--- src/core/cmw_pkg.sv ---
/*
 * constants, field layouts and carrier types of the core memory word access block.
 * assumes a 250 MHz pclk and a 32-bit APB register port.
 */
package cmw_pkg;
    localparam int WORD_W = 16;
    localparam int ADDR_W = 13;
    localparam int APB_AW = 8;
    localparam int ADDR_LSB = 1;
    // -------------------------------------------------------------
    // register map
    // -------------------------------------------------------------
    localparam logic [APB_AW-1:0] CTRL_OFF = 8'h00;
    localparam logic [APB_AW-1:0] ADDR_OFF = 8'h04;
    localparam logic [APB_AW-1:0] STAT_OFF = 8'h08;
    localparam logic [APB_AW-1:0] DATA_OFF = 8'h0c;
    localparam int CTRL_GO_BIT = 0;
    localparam int CTRL_WR_BIT = 1;
    localparam int CTRL_8K_BIT = 2;
    localparam int STAT_BUSY_BIT = 0;
    localparam int STAT_DONE_BIT = 1;
    // -------------------------------------------------------------
    // word address field positions (index n-1 holds address bit n)
    // -------------------------------------------------------------
    localparam int YS_D_LSB = 0;
    localparam int YS_BLK = 2;
    localparam int YD_D_LSB = 3;
    localparam int YD_BLK = 5;
    localparam int XS_D_LSB = 6;
    localparam int XS_BLK = 8;
    localparam int XD_D_LSB = 9;
    localparam int XD_BLK = 11;
    localparam int A13_IDX = 12;
    // -------------------------------------------------------------
    // decoder banks: y switch, y driver, x switch, x driver
    // -------------------------------------------------------------
    localparam int GRP_N = 4;
    localparam int DEC_N = 10;
    localparam int YD_BASE = 2;
    localparam int XS_BASE = 4;
    localparam int XD_BASE = 8;
    localparam logic [7:0] DEC_IDLE = 8'hff;
    // -------------------------------------------------------------
    // timing
    // -------------------------------------------------------------
    localparam int CLK_MHZ = 250;
    localparam int T_CLEAR_NS = 20;
    localparam int T_READ_NS = 200;
    localparam int T_STROBE_NS = 20;
    localparam int T_WRITE_NS = 200;
    localparam int CLEAR_CYC = (T_CLEAR_NS * CLK_MHZ + 999) / 1000;
    localparam int READ_CYC = (T_READ_NS * CLK_MHZ + 999) / 1000;
    localparam int STROBE_CYC = (T_STROBE_NS * CLK_MHZ + 999) / 1000;
    localparam int WRITE_CYC = (T_WRITE_NS * CLK_MHZ + 999) / 1000;
    // -------------------------------------------------------------
    // types
    // -------------------------------------------------------------
    typedef enum logic [2:0] {
        SQ_IDLE, SQ_LATCH, SQ_LOAD, SQ_CLEAR, SQ_READ, SQ_STROBE, SQ_WRITE
    } cmw_phase_t;
    typedef struct packed {
        logic gate;
        logic clear;
        logic strobe;
        logic drive;
        logic load;
        logic inhibit;
        logic read_n;
    } cmw_pulses_t;
    typedef struct packed {
        logic [1:0] d_sel;
        logic read_n;
        logic blk_n;
    } cmw_dec_in_t;
    typedef struct packed {
        logic [7:0] out_n;
    } cmw_dec_state_t;
    typedef struct packed {
        cmw_phase_t phase;
        logic [7:0] cnt;
        logic cyc_wr;
        logic ctrl_wr;
        logic size8k;
        logic done;
        logic [ADDR_W-1:0] addr_reg;
        logic [ADDR_W-1:0] addr_ff;
        logic [WORD_W-1:0] data;
        cmw_pulses_t pulses;
        logic [WORD_W-1:0] bus_oe;
        logic [WORD_W-1:0] bus_out;
        logic [WORD_W-1:0] inhibit;
        logic pready;
        logic pslverr;
        logic [31:0] prdata;
    } cmw_state_t;
    localparam cmw_state_t ST_RST = '{
        phase: SQ_IDLE,
        pulses: '{read_n: 1'b1, default: 1'b0},
        default: '0
    };
endpackage : cmw_pkg

--- src/core/cmw_sel_decoder.sv ---
/*
 * one-of-eight drive line selection decoder with registered active-low outputs.
 * assumes its select inputs come from the word access sequencer on pclk.
 */
`timescale 1ns/100ps
`default_nettype none
module cmw_sel_decoder
    import cmw_pkg::*;
(
    input wire logic pclk,
    input wire logic presetn,
    input wire cmw_dec_in_t sel,
    output logic [7:0] out_n
);
    cmw_dec_state_t st_reg;
    cmw_dec_state_t st_next;

    // -------------------------------------------------------------
    // decode
    // -------------------------------------------------------------
    always_comb begin
        st_next.out_n = DEC_IDLE;
        // block select low
        if (!sel.blk_n) begin
            // mode picks half; R6/R7: low bits pick one of four
            st_next.out_n[{sel.read_n, sel.d_sel}] = 1'b0;
        end
    end

    always_ff @(posedge pclk or negedge presetn) begin
        if (!presetn) begin
            st_reg.out_n <= DEC_IDLE;
        end else begin
            st_reg <= st_next;
        end
    end

    assign out_n = st_reg.out_n;
endmodule : cmw_sel_decoder
`default_nettype wire

--- src/core/cmw_word_access.sv ---
/*
 * core memory word access: APB registers, address flops and gating, drive line
 * decoders, 16-bit core data register and the read/restore and write sequencer.
 * assumes sense and bus inputs are synchronous to pclk and the analog drivers
 * follow the decoder and inhibit outputs.
 */
// The APB register port and the address map were decided locally.
// Behaviour
// word location comes from address bits 13..1 latched into address flops.
// in 4K size, address bit 13 is strapped and ignored for selection.
// address bits 6, 12, 13 reach decoders only ANDed with gate pulse.
// a decoder drives an output only while its block select is low.
// active-low read select feeds every decoder mode input; low picks read.
// read select low picks outputs 0-3, high picks write outputs 4-7.
// two low select bits choose one of four in the chosen half.
// a sensed bit is one only when strobe meets a detected core pulse.
// clear pulse empties the data register just before the strobe; the code clears it before the read phase, which runs between clear and strobe.
// a sensed one sets its data register bit.
// bus drive pulls a line low for a stored one, releases for zero.
// every read is followed at once by a restoring write.
// inhibit pulse turns on a bit's inhibit driver only for a zero.
// read/restore rewrites the word by itself, requester does nothing more.
// for a write the requester holds data on the bus lines.
// load pulse takes the bus receivers into the register; no sensing.
// write cycles keep clear and strobe idle; read phase only clears cores.
// the bit path is replicated for all sixteen bits.
// sequencer issues gate, clear, strobe, drive, load, inhibit in order; reads clear, gate, strobe, drive+inhibit, writes load, gate, inhibit.
`timescale 1ns/100ps
`default_nettype none
module cmw_word_access
    import cmw_pkg::*;
#(
    parameter int CLEAR_CYCLES = CLEAR_CYC,
    parameter int READ_CYCLES = READ_CYC,
    parameter int STROBE_CYCLES = STROBE_CYC,
    parameter int WRITE_CYCLES = WRITE_CYC
) (
    input wire logic pclk,
    input wire logic presetn,
    input wire logic psel,
    input wire logic penable,
    input wire logic pwrite,
    input wire logic [APB_AW-1:0] paddr,
    input wire logic [31:0] pwdata,
    output logic [31:0] prdata,
    output logic pready,
    output logic pslverr,
    input wire logic [WORD_W-1:0] bus_data_n_in,
    output logic [WORD_W-1:0] bus_data_out,
    output logic [WORD_W-1:0] bus_data_oe,
    input wire logic [WORD_W-1:0] sense_pulse,
    output logic [WORD_W-1:0] inhibit_drive,
    output logic read_sel_n,
    output logic address_gate_pulse,
    output logic data_clear_pulse,
    output logic sense_strobe,
    output logic data_load_pulse,
    output logic inhibit_timing_pulse,
    output logic bus_drive_en,
    output logic [DEC_N-1:0][7:0] sel_lines_n
);
    cmw_state_t st_reg;
    cmw_state_t st_next;
    logic setup;
    logic access_wr;
    logic go;
    logic last;
    logic a06_g;
    logic a12_g;
    logic a13_g;
    logic [GRP_N-1:0][1:0] grp_d;
    logic [GRP_N-1:0][1:0] grp_blk;

    // -------------------------------------------------------------
    // apb decode
    // -------------------------------------------------------------
    assign setup = psel && !penable && !st_reg.pready;
    assign access_wr = psel && penable && st_reg.pready && pwrite && !st_reg.pslverr;
    assign go = access_wr && paddr == CTRL_OFF && pwdata[CTRL_GO_BIT];
    assign last = st_reg.cnt == 8'h00;

    // -------------------------------------------------------------
    // next state
    // -------------------------------------------------------------
    always_comb begin
        st_next = st_reg;
        st_next.pready = 1'b0;
        st_next.pslverr = 1'b0;
        st_next.cnt = last ? 8'h00 : st_reg.cnt - 8'h01;
        if (setup) begin
            st_next.pready = 1'b1;
            st_next.prdata = '0;
            case (paddr)
                CTRL_OFF: begin
                    st_next.prdata[CTRL_WR_BIT] = st_reg.ctrl_wr;
                    st_next.prdata[CTRL_8K_BIT] = st_reg.size8k;
                end
                ADDR_OFF: st_next.prdata[ADDR_LSB +: ADDR_W] = st_reg.addr_reg;
                STAT_OFF: begin
                    st_next.prdata[STAT_BUSY_BIT] = st_reg.phase != SQ_IDLE;
                    st_next.prdata[STAT_DONE_BIT] = st_reg.done;
                end
                DATA_OFF: st_next.prdata[WORD_W-1:0] = st_reg.data;
                default: st_next.pslverr = 1'b1;
            endcase
        end
        if (access_wr && paddr == CTRL_OFF) begin
            st_next.ctrl_wr = pwdata[CTRL_WR_BIT];
            st_next.size8k = pwdata[CTRL_8K_BIT];
        end
        if (access_wr && paddr == ADDR_OFF) begin
            st_next.addr_reg = pwdata[ADDR_LSB +: ADDR_W];
        end
        case (st_reg.phase)
            SQ_IDLE: begin
                // a start while busy is dropped, the cycle cannot be cut short
                if (go) begin
                    st_next.phase = SQ_LATCH;
                    st_next.cyc_wr = pwdata[CTRL_WR_BIT];
                    st_next.done = 1'b0;
                end
            end
            SQ_LATCH: begin
                // capture word address
                st_next.addr_ff = st_reg.addr_reg;
                // strapped receiver leaves bit 13 reset in 4K
                if (!st_reg.size8k) begin
                    st_next.addr_ff[A13_IDX] = 1'b0;
                end
                if (st_reg.cyc_wr) begin
                    st_next.phase = SQ_LOAD;
                end else begin
                    st_next.phase = SQ_CLEAR;
                    st_next.cnt = 8'(CLEAR_CYCLES - 1);
                end
            end
            SQ_LOAD: begin
                // requester holds data; R16: load from receivers
                st_next.data = ~bus_data_n_in;
                st_next.phase = SQ_READ;
                st_next.cnt = 8'(READ_CYCLES - 1);
            end
            SQ_CLEAR: begin
                // empty register ahead of strobe
                st_next.data = '0;
                if (last) begin
                    st_next.phase = SQ_READ;
                    st_next.cnt = 8'(READ_CYCLES - 1);
                end
            end
            SQ_READ: begin
                // write cycle read only clears cores
                if (last && st_reg.cyc_wr) begin
                    st_next.phase = SQ_WRITE;
                    st_next.cnt = 8'(WRITE_CYCLES - 1);
                end else if (last) begin
                    st_next.phase = SQ_STROBE;
                    st_next.cnt = 8'(STROBE_CYCLES - 1);
                end
            end
            SQ_STROBE: begin
                // strobed sense sets its bit
                st_next.data = st_reg.data | sense_pulse;
                // restore follows at once
                if (last) begin
                    st_next.phase = SQ_WRITE;
                    st_next.cnt = 8'(WRITE_CYCLES - 1);
                end
            end
            SQ_WRITE: begin
                if (last) begin
                    st_next.phase = SQ_IDLE;
                    st_next.done = 1'b1;
                end
            end
            default: st_next.phase = SQ_IDLE;
        endcase
        // pulses follow the phase
        st_next.pulses.gate = st_next.phase inside {SQ_READ, SQ_STROBE, SQ_WRITE};
        st_next.pulses.clear = st_next.phase == SQ_CLEAR && !st_next.cyc_wr;
        st_next.pulses.strobe = st_next.phase == SQ_STROBE && !st_next.cyc_wr;
        st_next.pulses.load = st_next.phase == SQ_LOAD;
        st_next.pulses.inhibit = st_next.phase == SQ_WRITE;
        st_next.pulses.drive = st_next.phase == SQ_WRITE && !st_next.cyc_wr;
        // read select low only while cores are read
        st_next.pulses.read_n = !(st_next.phase inside {SQ_READ, SQ_STROBE});
        // stored one pulls its line low
        st_next.bus_oe = st_next.pulses.drive ? st_next.data : '0;
        st_next.bus_out = '0;
        // zero bits inhibit the write
        st_next.inhibit = st_next.pulses.inhibit ? ~st_next.data : '0;
    end

    always_ff @(posedge pclk or negedge presetn) begin
        if (!presetn) begin
            st_reg <= ST_RST;
        end else begin
            st_reg <= st_next;
        end
    end

    // -------------------------------------------------------------
    // address gating and decoders
    // -------------------------------------------------------------
    // gated address bits
    assign a06_g = st_reg.addr_ff[YD_BLK] & st_reg.pulses.gate;
    assign a12_g = st_reg.addr_ff[XD_BLK] & st_reg.pulses.gate;
    assign a13_g = st_reg.addr_ff[A13_IDX] & st_reg.pulses.gate;
    assign grp_d[0] = st_reg.addr_ff[YS_D_LSB +: 2];
    assign grp_d[1] = st_reg.addr_ff[YD_D_LSB +: 2];
    assign grp_d[2] = st_reg.addr_ff[XS_D_LSB +: 2];
    assign grp_d[3] = st_reg.addr_ff[XD_D_LSB +: 2];
    assign grp_blk[0] = {1'b0, st_reg.addr_ff[YS_BLK]};
    assign grp_blk[1] = {1'b0, a06_g};
    assign grp_blk[2] = {a13_g, st_reg.addr_ff[XS_BLK]};
    assign grp_blk[3] = {1'b0, a12_g};

    // every bank also waits for the gate pulse, so idle time drives no line
    for (genvar g = 0; g < DEC_N; g++) begin : g_dec
        localparam int GRP = g < YD_BASE ? 0 : g < XS_BASE ? 1 : g < XD_BASE ? 2 : 3;
        localparam int BASE = GRP == 0 ? 0 : GRP == 1 ? YD_BASE : GRP == 2 ? XS_BASE : XD_BASE;
        localparam logic [1:0] KIDX = 2'(g - BASE);
        cmw_dec_in_t din;
        assign din.d_sel = grp_d[GRP];
        assign din.read_n = st_reg.pulses.read_n;
        // block select per bank
        assign din.blk_n = !(st_reg.pulses.gate && grp_blk[GRP] == KIDX);
        cmw_sel_decoder u_dec (
            .pclk(pclk),
            .presetn(presetn),
            .sel(din),
            .out_n(sel_lines_n[g])
        );
    end

    // -------------------------------------------------------------
    // outputs
    // -------------------------------------------------------------
    assign prdata = st_reg.prdata;
    assign pready = st_reg.pready;
    assign pslverr = st_reg.pslverr;
    assign bus_data_out = st_reg.bus_out;
    assign bus_data_oe = st_reg.bus_oe;
    assign inhibit_drive = st_reg.inhibit;
    assign read_sel_n = st_reg.pulses.read_n;
    assign address_gate_pulse = st_reg.pulses.gate;
    assign data_clear_pulse = st_reg.pulses.clear;
    assign sense_strobe = st_reg.pulses.strobe;
    assign data_load_pulse = st_reg.pulses.load;
    assign inhibit_timing_pulse = st_reg.pulses.inhibit;
    assign bus_drive_en = st_reg.pulses.drive;
endmodule : cmw_word_access
`default_nettype wire

--- config.mk ---
export PLATFORM = sky130hd
export DESIGN_NAME = cmw_word_access
export DESIGN_NICKNAME = d
export VERILOG_FILES = /design/src/core/cmw_pkg.sv /design/src/core/cmw_sel_decoder.sv /design/src/core/cmw_word_access.sv
export SDC_FILE = /design/constraint.sdc
export NUM_CORES = 1
export LEC_CHECK = 0
export BUFFER_PORTS_ARGS = -buffer_cell sky130_fd_sc_hd__buf_2
export CAP_MARGIN = 20
export CORE_AREA = 2 2 98 171
export CTS_CLUSTER_SIZE = 14
export DETAILED_ROUTE_END_ITERATION = 8
export DIE_AREA = 0 0 100 173
export GPL_TIMING_DRIVEN = 0
export PLACE_DENSITY = 0.84
export SLEW_MARGIN = 25
export SYNTH_ARGS = -nofsm -noshare
export SYNTH_HDL_FRONTEND = slang
export SYNTH_SLANG_ARGS = --single-unit
--- constraint.sdc ---
create_clock -name pclk -period 2.9 [get_ports pclk]
set_clock_uncertainty 0.2 [all_clocks]
set_input_delay 0 -clock pclk [delete_from_list [all_inputs] [get_ports pclk]]
set_output_delay 0 -clock pclk [all_outputs]
set_load 0.01 [all_outputs]
# [After elaboration in Yosys (flattened, before gate mapping)]
# Cells that the tools add are included.
[classes] shift=0 n_div=0 n_mul=0 n_eq_ne=19 order_cmp=8 n_reduce_logical=45 bitwise_logic=10 addsub=1 n_mux=45
[ops] operator="$mux 8" count=12
[ops] operator="$pmux 16 s3" count=1
[ops] operator="$mux 11" count=4
[ops] operator="$pmux 8 s5" count=1
[ops] operator="$mux 34" count=1
[ops] operator="$mux 16" count=2
[ops] operator="$not 16->16" count=2
[ops] operator="$not 8->8" count=4
[ops] operator="$logic_and 1x1->1" count=27
[ops] operator="$pmux 11 s2" count=1
[ops] operator="$pmux 3 s7" count=1
[ops] operator="$eq 3x3->1 const B" count=6
[ops] operator="$eq 8x4->1 const B" count=2
[ops] operator="$logic_not 8->1" count=2
[ops] operator="$lt 3x4->1 const B" count=4
[ops] operator="$or 16x16->16" count=1
[ops] operator="$demux 1 s3" count=4
[ops] operator="$eq 3x2->1 const B" count=4
[ops] operator="$ge 3x1->1 const B" count=4
[ops] operator="$mux 1" count=11
[ops] operator="$eq 8x3->1 const B" count=1
[ops] operator="$logic_not 2->1" count=4
[ops] operator="$sub 8x1->8 const B" count=1
[ops] operator="$mux 3" count=2
[ops] operator="15 further kinds" count=26
[word_totals] wordCells=159 ramBits=0 input_bits=77 memories=0 rom_bits=0 register_bits=194 latch_bits=0

# [Depth between registers and ports, before layout]
# Gate-level depths: netlist (run 1).
[logic_depth] word_depth=11 ltp_mapped=9 mapped_depth_nobuf=7

# [By module]
# From an unflattened synthesis (run 1), not the netlist that was laid out.
[hier_totals] cells_unflattened=659 area_unflattened_um2=8409.3
[by_module_without_submodules] mod="cmw_word_access" n_inst=1 cells_per_inst=499 area_per_inst_um2=5506.5 seq_area_each_um2=2854.0
[by_module_without_submodules] mod="cmw_sel_decoder" n_inst=10 cells_per_inst=16 area_per_inst_um2=290.3 seq_area_each_um2=210.2

# [Worst setup path before layout (run 1)]
# OpenSTA, ideal clock, no wires.
[synth_path] path_type="register to register" startpoint="register st_reg[137] (netlist bit)" endpoint="register st_reg (netlist bit sense_strobe)" path_stages_with_launch=7 setup_ns=0.124 arrival_ns=2.153 n_path_buf=1 slack_ns=0.423 required_time_ns=2.576 period_less_slack_ns=2.477 path_cell_list="dfrtp_1 > or4_1 > or4b_2 > buf_2 > nand3_1 > o311a_1 > nor3_1"
[synth_rtl] element="start, declared" line_no="cmw_word_access.sv:62" rtl="cmw_state_t st_reg;"
[synth_rtl] element="start signal, assigned" line_no="cmw_word_access.sv:198" rtl="st_reg <= st_next;"

==> results of run 1 <==
==> what timing repair did <==
action | in CTS | in global routing
endpoints found under the setup margin | 0 | 27
hold buffers | 62 | 0
hold endpoints to repair | 184 | 0
gates resized for setup | 0 | 2
==> where the power goes <==
group	internal, mW	switching, mW
clock network	1.28	1.03
registers	2.74	0.0167
logic	0.175	0.171
==> metal layers <==
metal,vias to the layer above,GRT usage,part of all wire
met5,-,0,0
met4,0,0.154,0.062
met3,83,0.0457,0.046
met2,292,0.451,0.55
met1,3048,0.271,0.34
li1,2884,-,-
==> worst paths after layout <==
path                                   from  cells after the start                       to  slack, ps
worst max-delay path            st_reg[137]                      6       address_gate_pulse        170
worst min-delay path               paddr[7]                      6              st_reg[131]         20
worst max register to register  st_reg[137]                      6       address_gate_pulse        170
worst min register to register    prdata[1]                      2                prdata[1]        290
max in group asynchronous           presetn                      5  g_dec[3].u_dec.out_n[0]       1360
min in group asynchronous           presetn                      4              st_reg[139]        470
==> layout by cell type (no fill, tap or decap), types with 3 or more instances in the layout <==
| cell | n |
|---|---|
| a21o_1 | 3 |
| a21oi_1 | 26 |
| a221oi_1 | 13 |
| and2b_1 | 7 |
| and3_1 | 6 |
| buf_1 | 3 |
| buf_16 | 3 |
| buf_2 | 194 |
| buf_4 | 80 |
| clkbuf_1 | 28 |
| clkbuf_16 | 18 |
| conb_1 | 32 |
| dfrtp_1 | 113 |
| dfstp_2 | 81 |
| dlygate4sd3_1 | 61 |
| inv_1 | 12 |
| inv_4 | 3 |
| inv_6 | 5 |
| mux2_2 | 24 |
| nand2_1 | 106 |
| nand2b_1 | 3 |
| nand3_1 | 19 |
| nand4_1 | 3 |
| nor2_1 | 70 |
| nor2b_1 | 8 |
| nor2b_2 | 7 |
| nor3_1 | 5 |
| nor3b_1 | 4 |
| o21ai_0 | 18 |
| o221ai_1 | 16 |
| xnor2_1 | 3 |
| xor2_1 | 3 |
==> cells by family (layout without fill, tap and decap cells) <==
group                    count (synthesis)  in the layout  synth area share
other                                    1             32          0.000467
adder cells (fa/ha/maj)                  2              2           0.00312
multiplexers                            25             25            0.0349
AO/OA/AOI/OAI                           90             90            0.0767
buffers and inverters                  126            414            0.0987
XOR/XNOR                                 6              6           0.00655
AND/OR/NAND/NOR                        266            266             0.162
flip-flops                             194            194             0.617
==> stage by stage <==
stage                     std cells   util  TNS [ps]  worst slack (ps)  area, µm²
final                          1218  0.670         0               169      10600
after CTS                      1219  0.670         0              73.8      10600
after global placement         1123  0.589   -148810             -1220       9350
after floorplan                 741      -         0               423       8140
after global routing           1218  0.670         0              1.88      10600
after detailed placement       1125  0.593         0               103       9410
==> tightest hold or removal path, stage by stage <==
cell	delay, ps
buf_2	70
or2_2	120
or4_4	160
or2_4	140
nand2_1	50
o21ai_0	60
==> synth_stat cells (all sizes together), types with 12 or more instances <==
cell | n | area share
inv | 12 | 0.0056
nand3 | 19 | 0.012
dfrtp | 113 | 0.35
a221oi | 13 | 0.014
nand2 | 106 | 0.050
mux2 | 24 | 0.034
a21oi | 26 | 0.016
buf | 86 | 0.080
nor2b | 17 | 0.017
o21ai | 18 | 0.011
nor2 | 70 | 0.033
clkbuf | 28 | 0.013
dfstp | 81 | 0.27
o221ai | 16 | 0.017
==> cell type report <==
type | count | area (µm²) | area share
Tap cell | 189 | 236 | 0.0222
Buffer | 113 | 743 | 0.0698
Timing Repair Buffer | 257 | 1670 | 0.157
Clock buffer | 20 | 468 | 0.0440
Inverter | 12 | 45.0 | 0.00423
Clock inverter | 12 | 115 | 0.0108
Sequential cell | 194 | 4960 | 0.466
Multi-Input combinational cell | 421 | 2410 | 0.227
==> results.txt, run 1 <==
The run gives 15900 µm² as the placeable core region. The number of enable-type register cells in the synthesized netlist came out at 0. The run gives 6321 as the via count of the first global-routing pass.

Dividing total power by cell area gives a power density of 508 nW/µm². The logs give 0 for the total grt overflow and 6307 for the number of vias in the routed layout. At the end of routability-driven placement, the weighted congestion stood at 0.959. Derived from the worst setup path, the maximum achievable clock frequency is 0.366 GHz. STA classifies the critical path endpoint as a flip-flop. At the worst endpoint, the required time is 3030 ps.

Input and output buffers added on the ports amount to 193. The part of the Yosys area used for sequential elements was 0.617; the largest incremental delay on the critical path was 690 ps. The total number of placement rows came out at 61. The tools report the final layout net count as 1095.

The number of setup buffers added after CTS is 0. The category of the worst setup path launch point is a flip-flop. Broken down by cell family, the worst path's largest delay share belongs to simple AND/OR/NAND/NOR gates. The fraction of registers with async set/reset came out at 1.00. The number of design rule violations left after detail routing was 0; the yosys synthesis warning count was 0. The run gives 0.540 as the relative slew slack. The first global-routing pass estimated 33600 µm of wire. The flow ran to the end, and the final reports show no timing, DRC or antenna violations. The fraction of final layout cells with drive strength greater than 1 came out at 0.424. The synthesized design contains 194 register bits.

In this run the worst path has a maximum fanout of 10. Setup repair after global routing left no endpoint under its margin. The tools report the starting density of the core as 0.506. The average detailed-routed wire length per instance works out to 17.6 µm. The arrival time of the worst setup path is 2860 ps. The mean number of vias per cell was 5.18. Final clock period utilization by the worst path: 0.942. For this run, the detailed router's first-pass iteration total came to 6. Setup violations remaining at the end of the flow were counted as 0. The number of H-tree branching levels is 4. Among all flip-flop cells after synthesis, the most frequent one is dfrtp_1.

Total track usage: 0.253. The critical path goes through or4_1 -> or4b_2 -> buf_2 -> nand2_1 -> nand2_1 -> a21oi_1. At the later pin of the worst-skew pair, clock insertion delay measures 420 ps.

The tools report the worst IR drop on VDD as 0.000335 V. The min-delay analysis places its worst path in the category in -> reg. The master of the slowest instance on the critical path was or4b_2. The total power after layout is 5.41 mW, and the half-perimeter wire length after placement is 15200 µm. Measured along the y axis, the die boundary spans 173 µm. The run gives 17 as the number of CTS-inserted buffers. Among the stages of the critical path, the cell type that occurs most often is nand2_1. The run gives 0 as the final-report hold violation count. Clock-pin slew was measured on the worst setup and hold paths at 70 ps.

246 I/O pins were placed. Clock tree synthesis found a total of 194 sinks. The leakage power of the design was 5.18 nW; the largest net degree at the start of global routing was 71. The tree is rooted in a clkbuf_16.

The antenna diode count was 0. The time the final worst path needs with I/O delays and setup came out at 2730 ps. Max-slew violation total from the final report: 0. In this run, the number of DRC markers left after iteration 0 of detailed routing was 330.

The chip width was 100 µm; the number of violations of the max-capacitance limit was 0. After technology mapping, the gate count stands at 710. The area growth from synthesis to layout is 32.6%. The die covers 17300 µm². Wire length after detailed routing: 21400 µm.

After synthesis, the mean cell area works out to 11.3 µm². The tools report the initial antenna violation count as 0. TritonCTS built the clock tree. The number of distinct library cell variants in the gate-level netlist after synthesis was 59; the transition at the pin with the smallest max-transition slack was 690 ps.

Across all hold checks on the routed design, the worst slack comes to 19.4 ps. In this run the remaining antenna-violating nets after routing total 0. Summing every instance area after synthesis gives 8030 µm². The run gives 1189 as the number of filler instances in the final layout.

The number of flip-flops in the largest register works out to 80. The critical path is of the reg -> reg type. The maximum clock insertion buffer count came out at 2.

The number of buffer and inverter stages on the critical path works out to 1.
Power figures use the tool's default switching activity.
==> run 2: changes to the inputs <==
==> constraint.sdc (replaced) <==
create_clock -name pclk -period 2.8 [get_ports pclk]
set_clock_uncertainty 0.2 [all_clocks]
set_input_delay 0 -clock pclk [delete_from_list [all_inputs] [get_ports pclk]]
set_output_delay 0 -clock pclk [all_outputs]
set_load 0.01 [all_outputs]
==> results.txt, run 2 (synthesized netlist as in run 1, its figures left out) <==
The proportion of power drawn by combinational gates was 0.064; the fraction of final layout cells with drive strength greater than 1 was 0.428. In this run, CTS created clock tree buffers numbering 17. The logs give 0.366 GHz for the achievable frequency and 0 for the total grt overflow. Antenna diode count: 0. Critical path class: reg -> reg. Leaving out fill and tap cells, the most frequent cell in the layout is buf_2. Counting along the longest clock path gives a buffer depth of 2.

The routed design has 21500 µm of wire. The first detailed-routing pass took 5 iterations. The switching power share of the total is 0.226, and the average detailed-routed wire length per instance is 17.6 µm.

The total die area was 17300 µm²; the post-CTS clock slew at the launch and capture registers of the worst setup and hold paths was 70 ps. The instance area at placement came out at 9410 µm². The region available for standard cell placement spans 15900 µm². The final clock period utilization by the worst path works out to 0.976. The relative slew slack came out at 0.601. TritonCTS built the clock tree.

For the global placement routability congestion, the log shows 0.959. The logs give 4 for the number of H-tree branching levels and 3.08 ps for the worst slack at placement. In the detailed route, the total length drawn on met2 is 11800 µm. The power density over the cells came out at 526 nW/µm².

Setup repair after global routing left no endpoint under its margin. The tools report the utilization after layout as 0.671. For the number of violations of the max-capacitance limit, the log shows 0.

Root buffer selected by CTS: clkbuf_16. 246 I/O pins were placed. In this run, the number of DRC markers left after iteration 0 of detailed routing was 290. Internal power: 4.34 mW.

The post-CTS setup buffer count is 0. The worst setup path is launched from a flip-flop. The top routing layer in use is met4.

The count of nets left with antenna violations once routing finished came out at 0. The analysis attributes to net switching a power of 1.26 mW. The tightest min-delay check is of the in -> reg type. Setup slack closes at 67.6 ps.

Final-report hold violation count: 0. The run gives 430 ps as the source-to-sink clock delay at the later pin of the worst-skew pair. The total track usage was 0.252; the amount of wire on met3 after detailed routing was 987 µm. The number of vias in the routed layout was 6285; the worst hold path stage count was 6. Capturing element type of the critical path: a flip-flop. Transition at the pin with the smallest max-transition slack: 596 ps. The power share of the clock group is 0.427, and the arrival time of the worst setup path is 2870 ps. Of all nets on the critical path, the largest fanout is 10. The area growth from synthesis to layout works out to 32.7%. The count of buffers added on input and output ports is 193. Global-route wire length before repair: 33500 µm. The die is 100 µm wide.

After the last flow step, the layout net total stands at 1095. For the total number of placement rows, the log shows 61. The final setup violation count was 0.

Die height: 173 µm. The register with the most flip-flops in the layout has 80 of them. The cell count of the worst reg-to-reg path was 6; the half-perimeter wire length after placement was 15200 µm.

The time the final worst path needs with I/O delays and setup is 2730 ps. The starting density of the core was 0.506. The run gives 0 as the max-slew violation total from the final report.

In the routed design, unresolved DRC markers number 0. For the sequential group share of total power, the log shows 0.509. The initial antenna violation count is 0. The final non-filler cell area is 10700 µm². The via count of the first global-routing pass was 6329. The tools report the largest net degree at the start of global routing as 71. The top cell types in the final layout, fill and taps aside, are buf_2 (194), dfrtp_1 (113), nand2_1 (106). The run finished with clean final reports. The data required time at the worst endpoint was 2930 ps. For this design the static power due to leakage is 5.19 nW. The run gives 7400 µm as the detailed-routing wirelength on met1. The run gives 0.000348 V as the worst IR drop on VDD.

After layout, the design draws a total of 5.60 mW. The mean number of vias per cell came out at 5.16. The logs give 0 ps for the aggregate negative setup slack and 194 for the number of clock sinks seen by CTS.
## run 2: final timing paths
check / from / to / slack (ps)
worst max register to register: st_reg[137] / address_gate_pulse / 70
worst min-delay path: paddr[7] / st_reg[131] / 20
worst min register to register: prdata[1] / prdata[1] / 290
worst max-delay path: st_reg[137] / address_gate_pulse / 70
min in group asynchronous: presetn / st_reg[139] / 470
max in group asynchronous: presetn / g_dec[3].u_dec.out_n[0] / 1260
## run 2: area by class of cell
cell class	count	area, µm²
Sequential cell	194	4960
Clock inverter	12	115
Multi-Input combinational cell	421	2420
Clock buffer	20	468
Tap cell	189	236
Buffer	113	747
Fill cell	1187	5220
Timing Repair Buffer	257	1670
Inverter	12	45.0
## run 2: layer usage
metal / global-route usage / vias to the layer above
met4: 0.151 / 0
met1: 0.269 / 3042
met5: 0 / -
li1: - / 2884
met2: 0.453 / 283
met3: 0.0457 / 76
## run 2: power groups by stage
| stage | Combinational (mW) | Sequential, mW | Clock (mW) |
|---|---|---|---|
| 2_1_floorplan | 0.141 | 2.89 | 0 |
| 3_3_place_gp | 0.274 | 2.90 | 0 |
| 3_5_place_dp | 0.290 | 2.90 | 0 |
| 4_1_cts | 0.351 | 2.85 | 2.43 |
| 5_1_grt | 0.393 | 2.85 | 2.54 |
| 6_report | 0.359 | 2.85 | 2.39 |
## run 2: repair_timing
| action | CTS | global route |
|---|---|---|
| hold buffers | 62 | 0 |
| endpoints found under the hold margin | 184 | 0 |
| gates resized for setup | 2 | 6 |
| endpoints found under the setup margin | 4 | 36 |
## run 2: through the flow
stage	hold WS (ps)	instances
final	20.4	1218
after global routing	49.6	1218
after CTS	12.2	1219
after detailed placement	-242	1125
after global placement	32.5	1123
after floorplan	-496	741
## run 2: worst max-delay path: stages, from the launching register on
cell     delay [ps]
dfrtp_1         450
or4_1           640
or4b_2          690
buf_2           220
nand2_1         130
nand2_1         100
a21oi_1         220
==> run 3: changes to the inputs <==
--- a/config.mk
+++ b/config.mk
@@ -5,6 +5,7 @@
 export SDC_FILE = /design/constraint.sdc
 export NUM_CORES = 1
 export LEC_CHECK = 0
+export ABC_AREA = 1
 export BUFFER_PORTS_ARGS = -buffer_cell sky130_fd_sc_hd__buf_2
 export CAP_MARGIN = 20
 export CORE_AREA = 2 2 98 171
@@ -12,7 +13,7 @@
 export DETAILED_ROUTE_END_ITERATION = 8
 export DIE_AREA = 0 0 100 173
 export GPL_TIMING_DRIVEN = 0
-export PLACE_DENSITY = 0.84
+export PLACE_DENSITY = 0.83
 export SLEW_MARGIN = 25
 export SYNTH_ARGS = -nofsm -noshare
 export SYNTH_HDL_FRONTEND = slang
==> results.txt, run 3 <==
The die covers 17300 µm². The core region is 15900 µm². The number of flip-flops in the largest register is 80. The final route contains 6451 vias. Measured in cells, the most critical reg-to-reg path has a length of 9. The logs give 2 for the maximum clock insertion buffer count and 5.80 mW for the internal power. The power density over the cells was 863 nW/µm². The cell count after synthesis is 792, and the initial antenna violation count is 1. The tools report the power share of the clock group as 0.257. The tools report the terminus of the critical flop-to-flop path as inhibit_drive[3].

Summing internal, switching and leakage power gives 9.17 mW. The total track usage is 0.246, and the arrival time of the worst setup path is 2870 ps. The run gives 180 ps as the setup slack on the worst flop-to-flop path. Leaving out fill and tap cells, the most frequent cells in the layout are buf_2 (195), nand2_1 (148), dfrtp_1 (113). The tools report the category of the worst setup path launch point as a primary input. The final clock period utilization by the worst path is 0.965, and the worst slack at placement is 443 ps. TritonCTS built the clock tree. Along the worst path, the maximum fanout reaches 3. Ranked by total cell area, the synthesized netlist is headed by dfrtp_1 (35%), dfstp_2 (27%), buf_4 (7.6%). Final hold analysis gives a worst-case slack of 94.8 ps.

The capturing element type of the critical path is a flip-flop. Adding up every negative setup slack in the final design gives 0 ps. The share of Yosys cell area claimed by the top area cell type is 0.354, and the final-report hold violation count is 0. The tool flagged a number of max-cap violations equal to 0. In this run, synthesis inferred 0 flip-flops with an integrated enable.

Switching power share of the total: 0.367. For the amount of wire on met3 after detailed routing, the log shows 1000 µm. In this run the critical register-to-register path is launched from st_reg[144]. In this run the count of I/O pins placed on the die edge is 246. The fraction of final layout cells with drive strength greater than 1 was 0.381; the total grt overflow was 0. Entering global routing, the biggest net connects 100 pins. The global placement routability congestion is 0.926.

Summed over all cells, the static leakage comes to 5.33 nW. The number of design rule violations left after detail routing came out at 0. The time the final worst path needs with I/O delays and setup is 2700 ps.

Die height: 173 µm. VDD sags by at most 0.000430 V. The synthesized area per cell was 10.1 µm²; the chip width was 100 µm. The netlist uses 42 different library cells. The path class of the tightest hold or removal check is in -> reg. In this run the number of H-tree levels came out at 4. The end point of the most critical hold path was prdata[3]. Number of port buffers: 195. Buffers added to address setup during post-CTS repair amount to 0.

The fraction of registers with async set/reset is 1.00. The most used flip-flop cell after synthesis is dfrtp_1. For this block, wires on met1 add up to 7390 µm.

The analysis attributes to net switching a power of 3.37 mW. Setup repair after global routing left no endpoint under its margin. The post-CTS clock slew at the launch and capture registers of the worst setup and hold paths was 80 ps. CTS saw 194 sinks. The final setup violation count was 0; the part of the Yosys area used for sequential elements was 0.620.

The run gives 11800 µm as the met2 layer wire length in the routed design. The tools report the sequential group share of total power as 0.409. The mapped netlist covers 8000 µm². Clock tree synthesis selected as its root buffer the cell clkbuf_16. For the final layout net count, the log shows 1182.

The flow ran to the end, and the final reports show no timing, DRC or antenna violations. At the pin with the least slew margin, the transition time is 1050 ps. STA puts the critical path data required time at 2970 ps. Clock latency on the worst-skew pair, taken at its later pin, is 430 ps. The final layout contains routed wiring with a total length of 21000 µm.

For the max-slew violation total from the final report, the log shows 0. The layout has 1224 filler cells. In the synthesized netlist, the cells that appear most often are nand2_1 (148), dfrtp_1 (113), buf_4 (81), dfstp_2 (81).

The setup path with the least slack is of type in -> reg. The leading cell type by number of instances after synthesis is nand2_1. Synthesis inferred 194 register bits. The worst hold path stage count is 8. The starting density of the core is 0.504.

For the global-route wire length before repair, the log shows 32800 µm. Counting the buffers created by CTS gives 17. The run gives 0 as the yosys synthesis warning count. The relative slew slack was 0.296.

The number of instances in the placed design was 1208. Commonest non-fill, non-tap cell in the layout: buf_2. The initialized floorplan defines 61 standard-cell rows.

The top routing layer in use was met4. Proportion of power drawn by combinational gates: 0.334. For this block, the initial DRC count from the detailed router was 327. The slack of the critical path is 97.6 ps. Of all cell types, the one taking the most synthesized area is dfrtp_1. The count of nets left with antenna violations once routing finished came out at 0. The achievable frequency is 0.370 GHz, and the average detailed-routed wire length per instance is 16.1 µm. The half-perimeter wire length after placement is 14500 µm, and the area growth from synthesis to layout is 32.9%.

Dividing the detail-routed via count by the number of cells gives 4.94. The first TritonRoute pass finished after 5 iterations. The run gives 1306 as the final cell count without fillers. The source of the worst hold timing path was paddr[4]. The via count of the first global-routing pass is 6560.
[run 3: logic make-up (layout without fill, tap and decap cells)]
group / after synthesis / in the layout / synth area share
multiplexers: 1 / 1 / 0.00141
other: 1 / 33 / 0.000469
flip-flops: 194 / 194 / 0.620
adder cells (fa/ha/maj): 2 / 2 / 0.00313
AND/OR/NAND/NOR: 319 / 319 / 0.181
XOR/XNOR: 5 / 5 / 0.00548
buffers and inverters: 187 / 480 / 0.127
AO/OA/AOI/OAI: 83 / 83 / 0.0620
[run 3: final cells by class]
| class | count | area [µm²] | area share |
|---|---|---|---|
| Timing Repair Buffer | 261 | 1670 | 0.158 |
| Sequential cell | 194 | 4960 | 0.466 |
| Inverter | 83 | 312 | 0.0293 |
| Buffer | 104 | 707 | 0.0665 |
| Tap cell | 189 | 236 | 0.0223 |
| Clock inverter | 13 | 116 | 0.0110 |
| Antenna cell | 1 | 2.50 | 0.000236 |
| Multi-Input combinational cell | 442 | 2170 | 0.204 |
| Clock buffer | 19 | 454 | 0.0427 |
[run 3: critical path, cell delays in order]
cell and delay [ps]:
dlygate4sd3_1 540, buf_2 130, nor2_1 90, dlygate4sd3_1 550, nand2_1 120, dlygate4sd3_1 600
nor4_2 380, nand2_1 120, nand4_1 160, nand2_1 90, nand2_1 90
[run 3: worst max path at each step]
stage,start,end,slack [ps],depth (start not counted)
detailed placement,st_reg[144],inhibit_drive[4],440,8
floorplan,st_reg[135],bus_data_oe[14],900,12
global route,st_reg[144],inhibit_drive[3],40,9
finish,paddr[7],prdata[1],100,11
global placement,presetn,st_reg[127],-1300,1
CTS,st_reg[144],inhibit_drive[9],4,9
[run 3: routing by layer]
layer	up-vias	track usage
li1	3057	-
met1	3068	0.255
met2	269	0.457
met3	57	0.0445
met4	0	0.127
met5	-	0
[run 3: what timing repair did]
action	in CTS	in global routing
gates resized for setup	0	5
hold endpoints to repair	247	0
hold buffers	65	0
setup endpoints to repair	0	27
[run 3: power groups by stage]
stage,registers (mW),clock network [mW],logic [mW]
2_1_floorplan,3.82,0,1.84
3_3_place_gp,3.77,0,2.74
3_5_place_dp,3.79,0,2.82
4_1_cts,3.74,2.39,3.01
5_1_grt,3.80,2.51,3.38
6_report,3.75,2.35,3.07
[run 3: stage by stage]
| step | utilization | cell area [µm²] |
|---|---|---|
| finish | 0.669 | 10600 |
| global route | 0.669 | 10600 |
| CTS | 0.667 | 10600 |
| detailed placement | 0.590 | 9360 |
| floorplan | - | 8110 |
| global placement | 0.587 | 9330 |
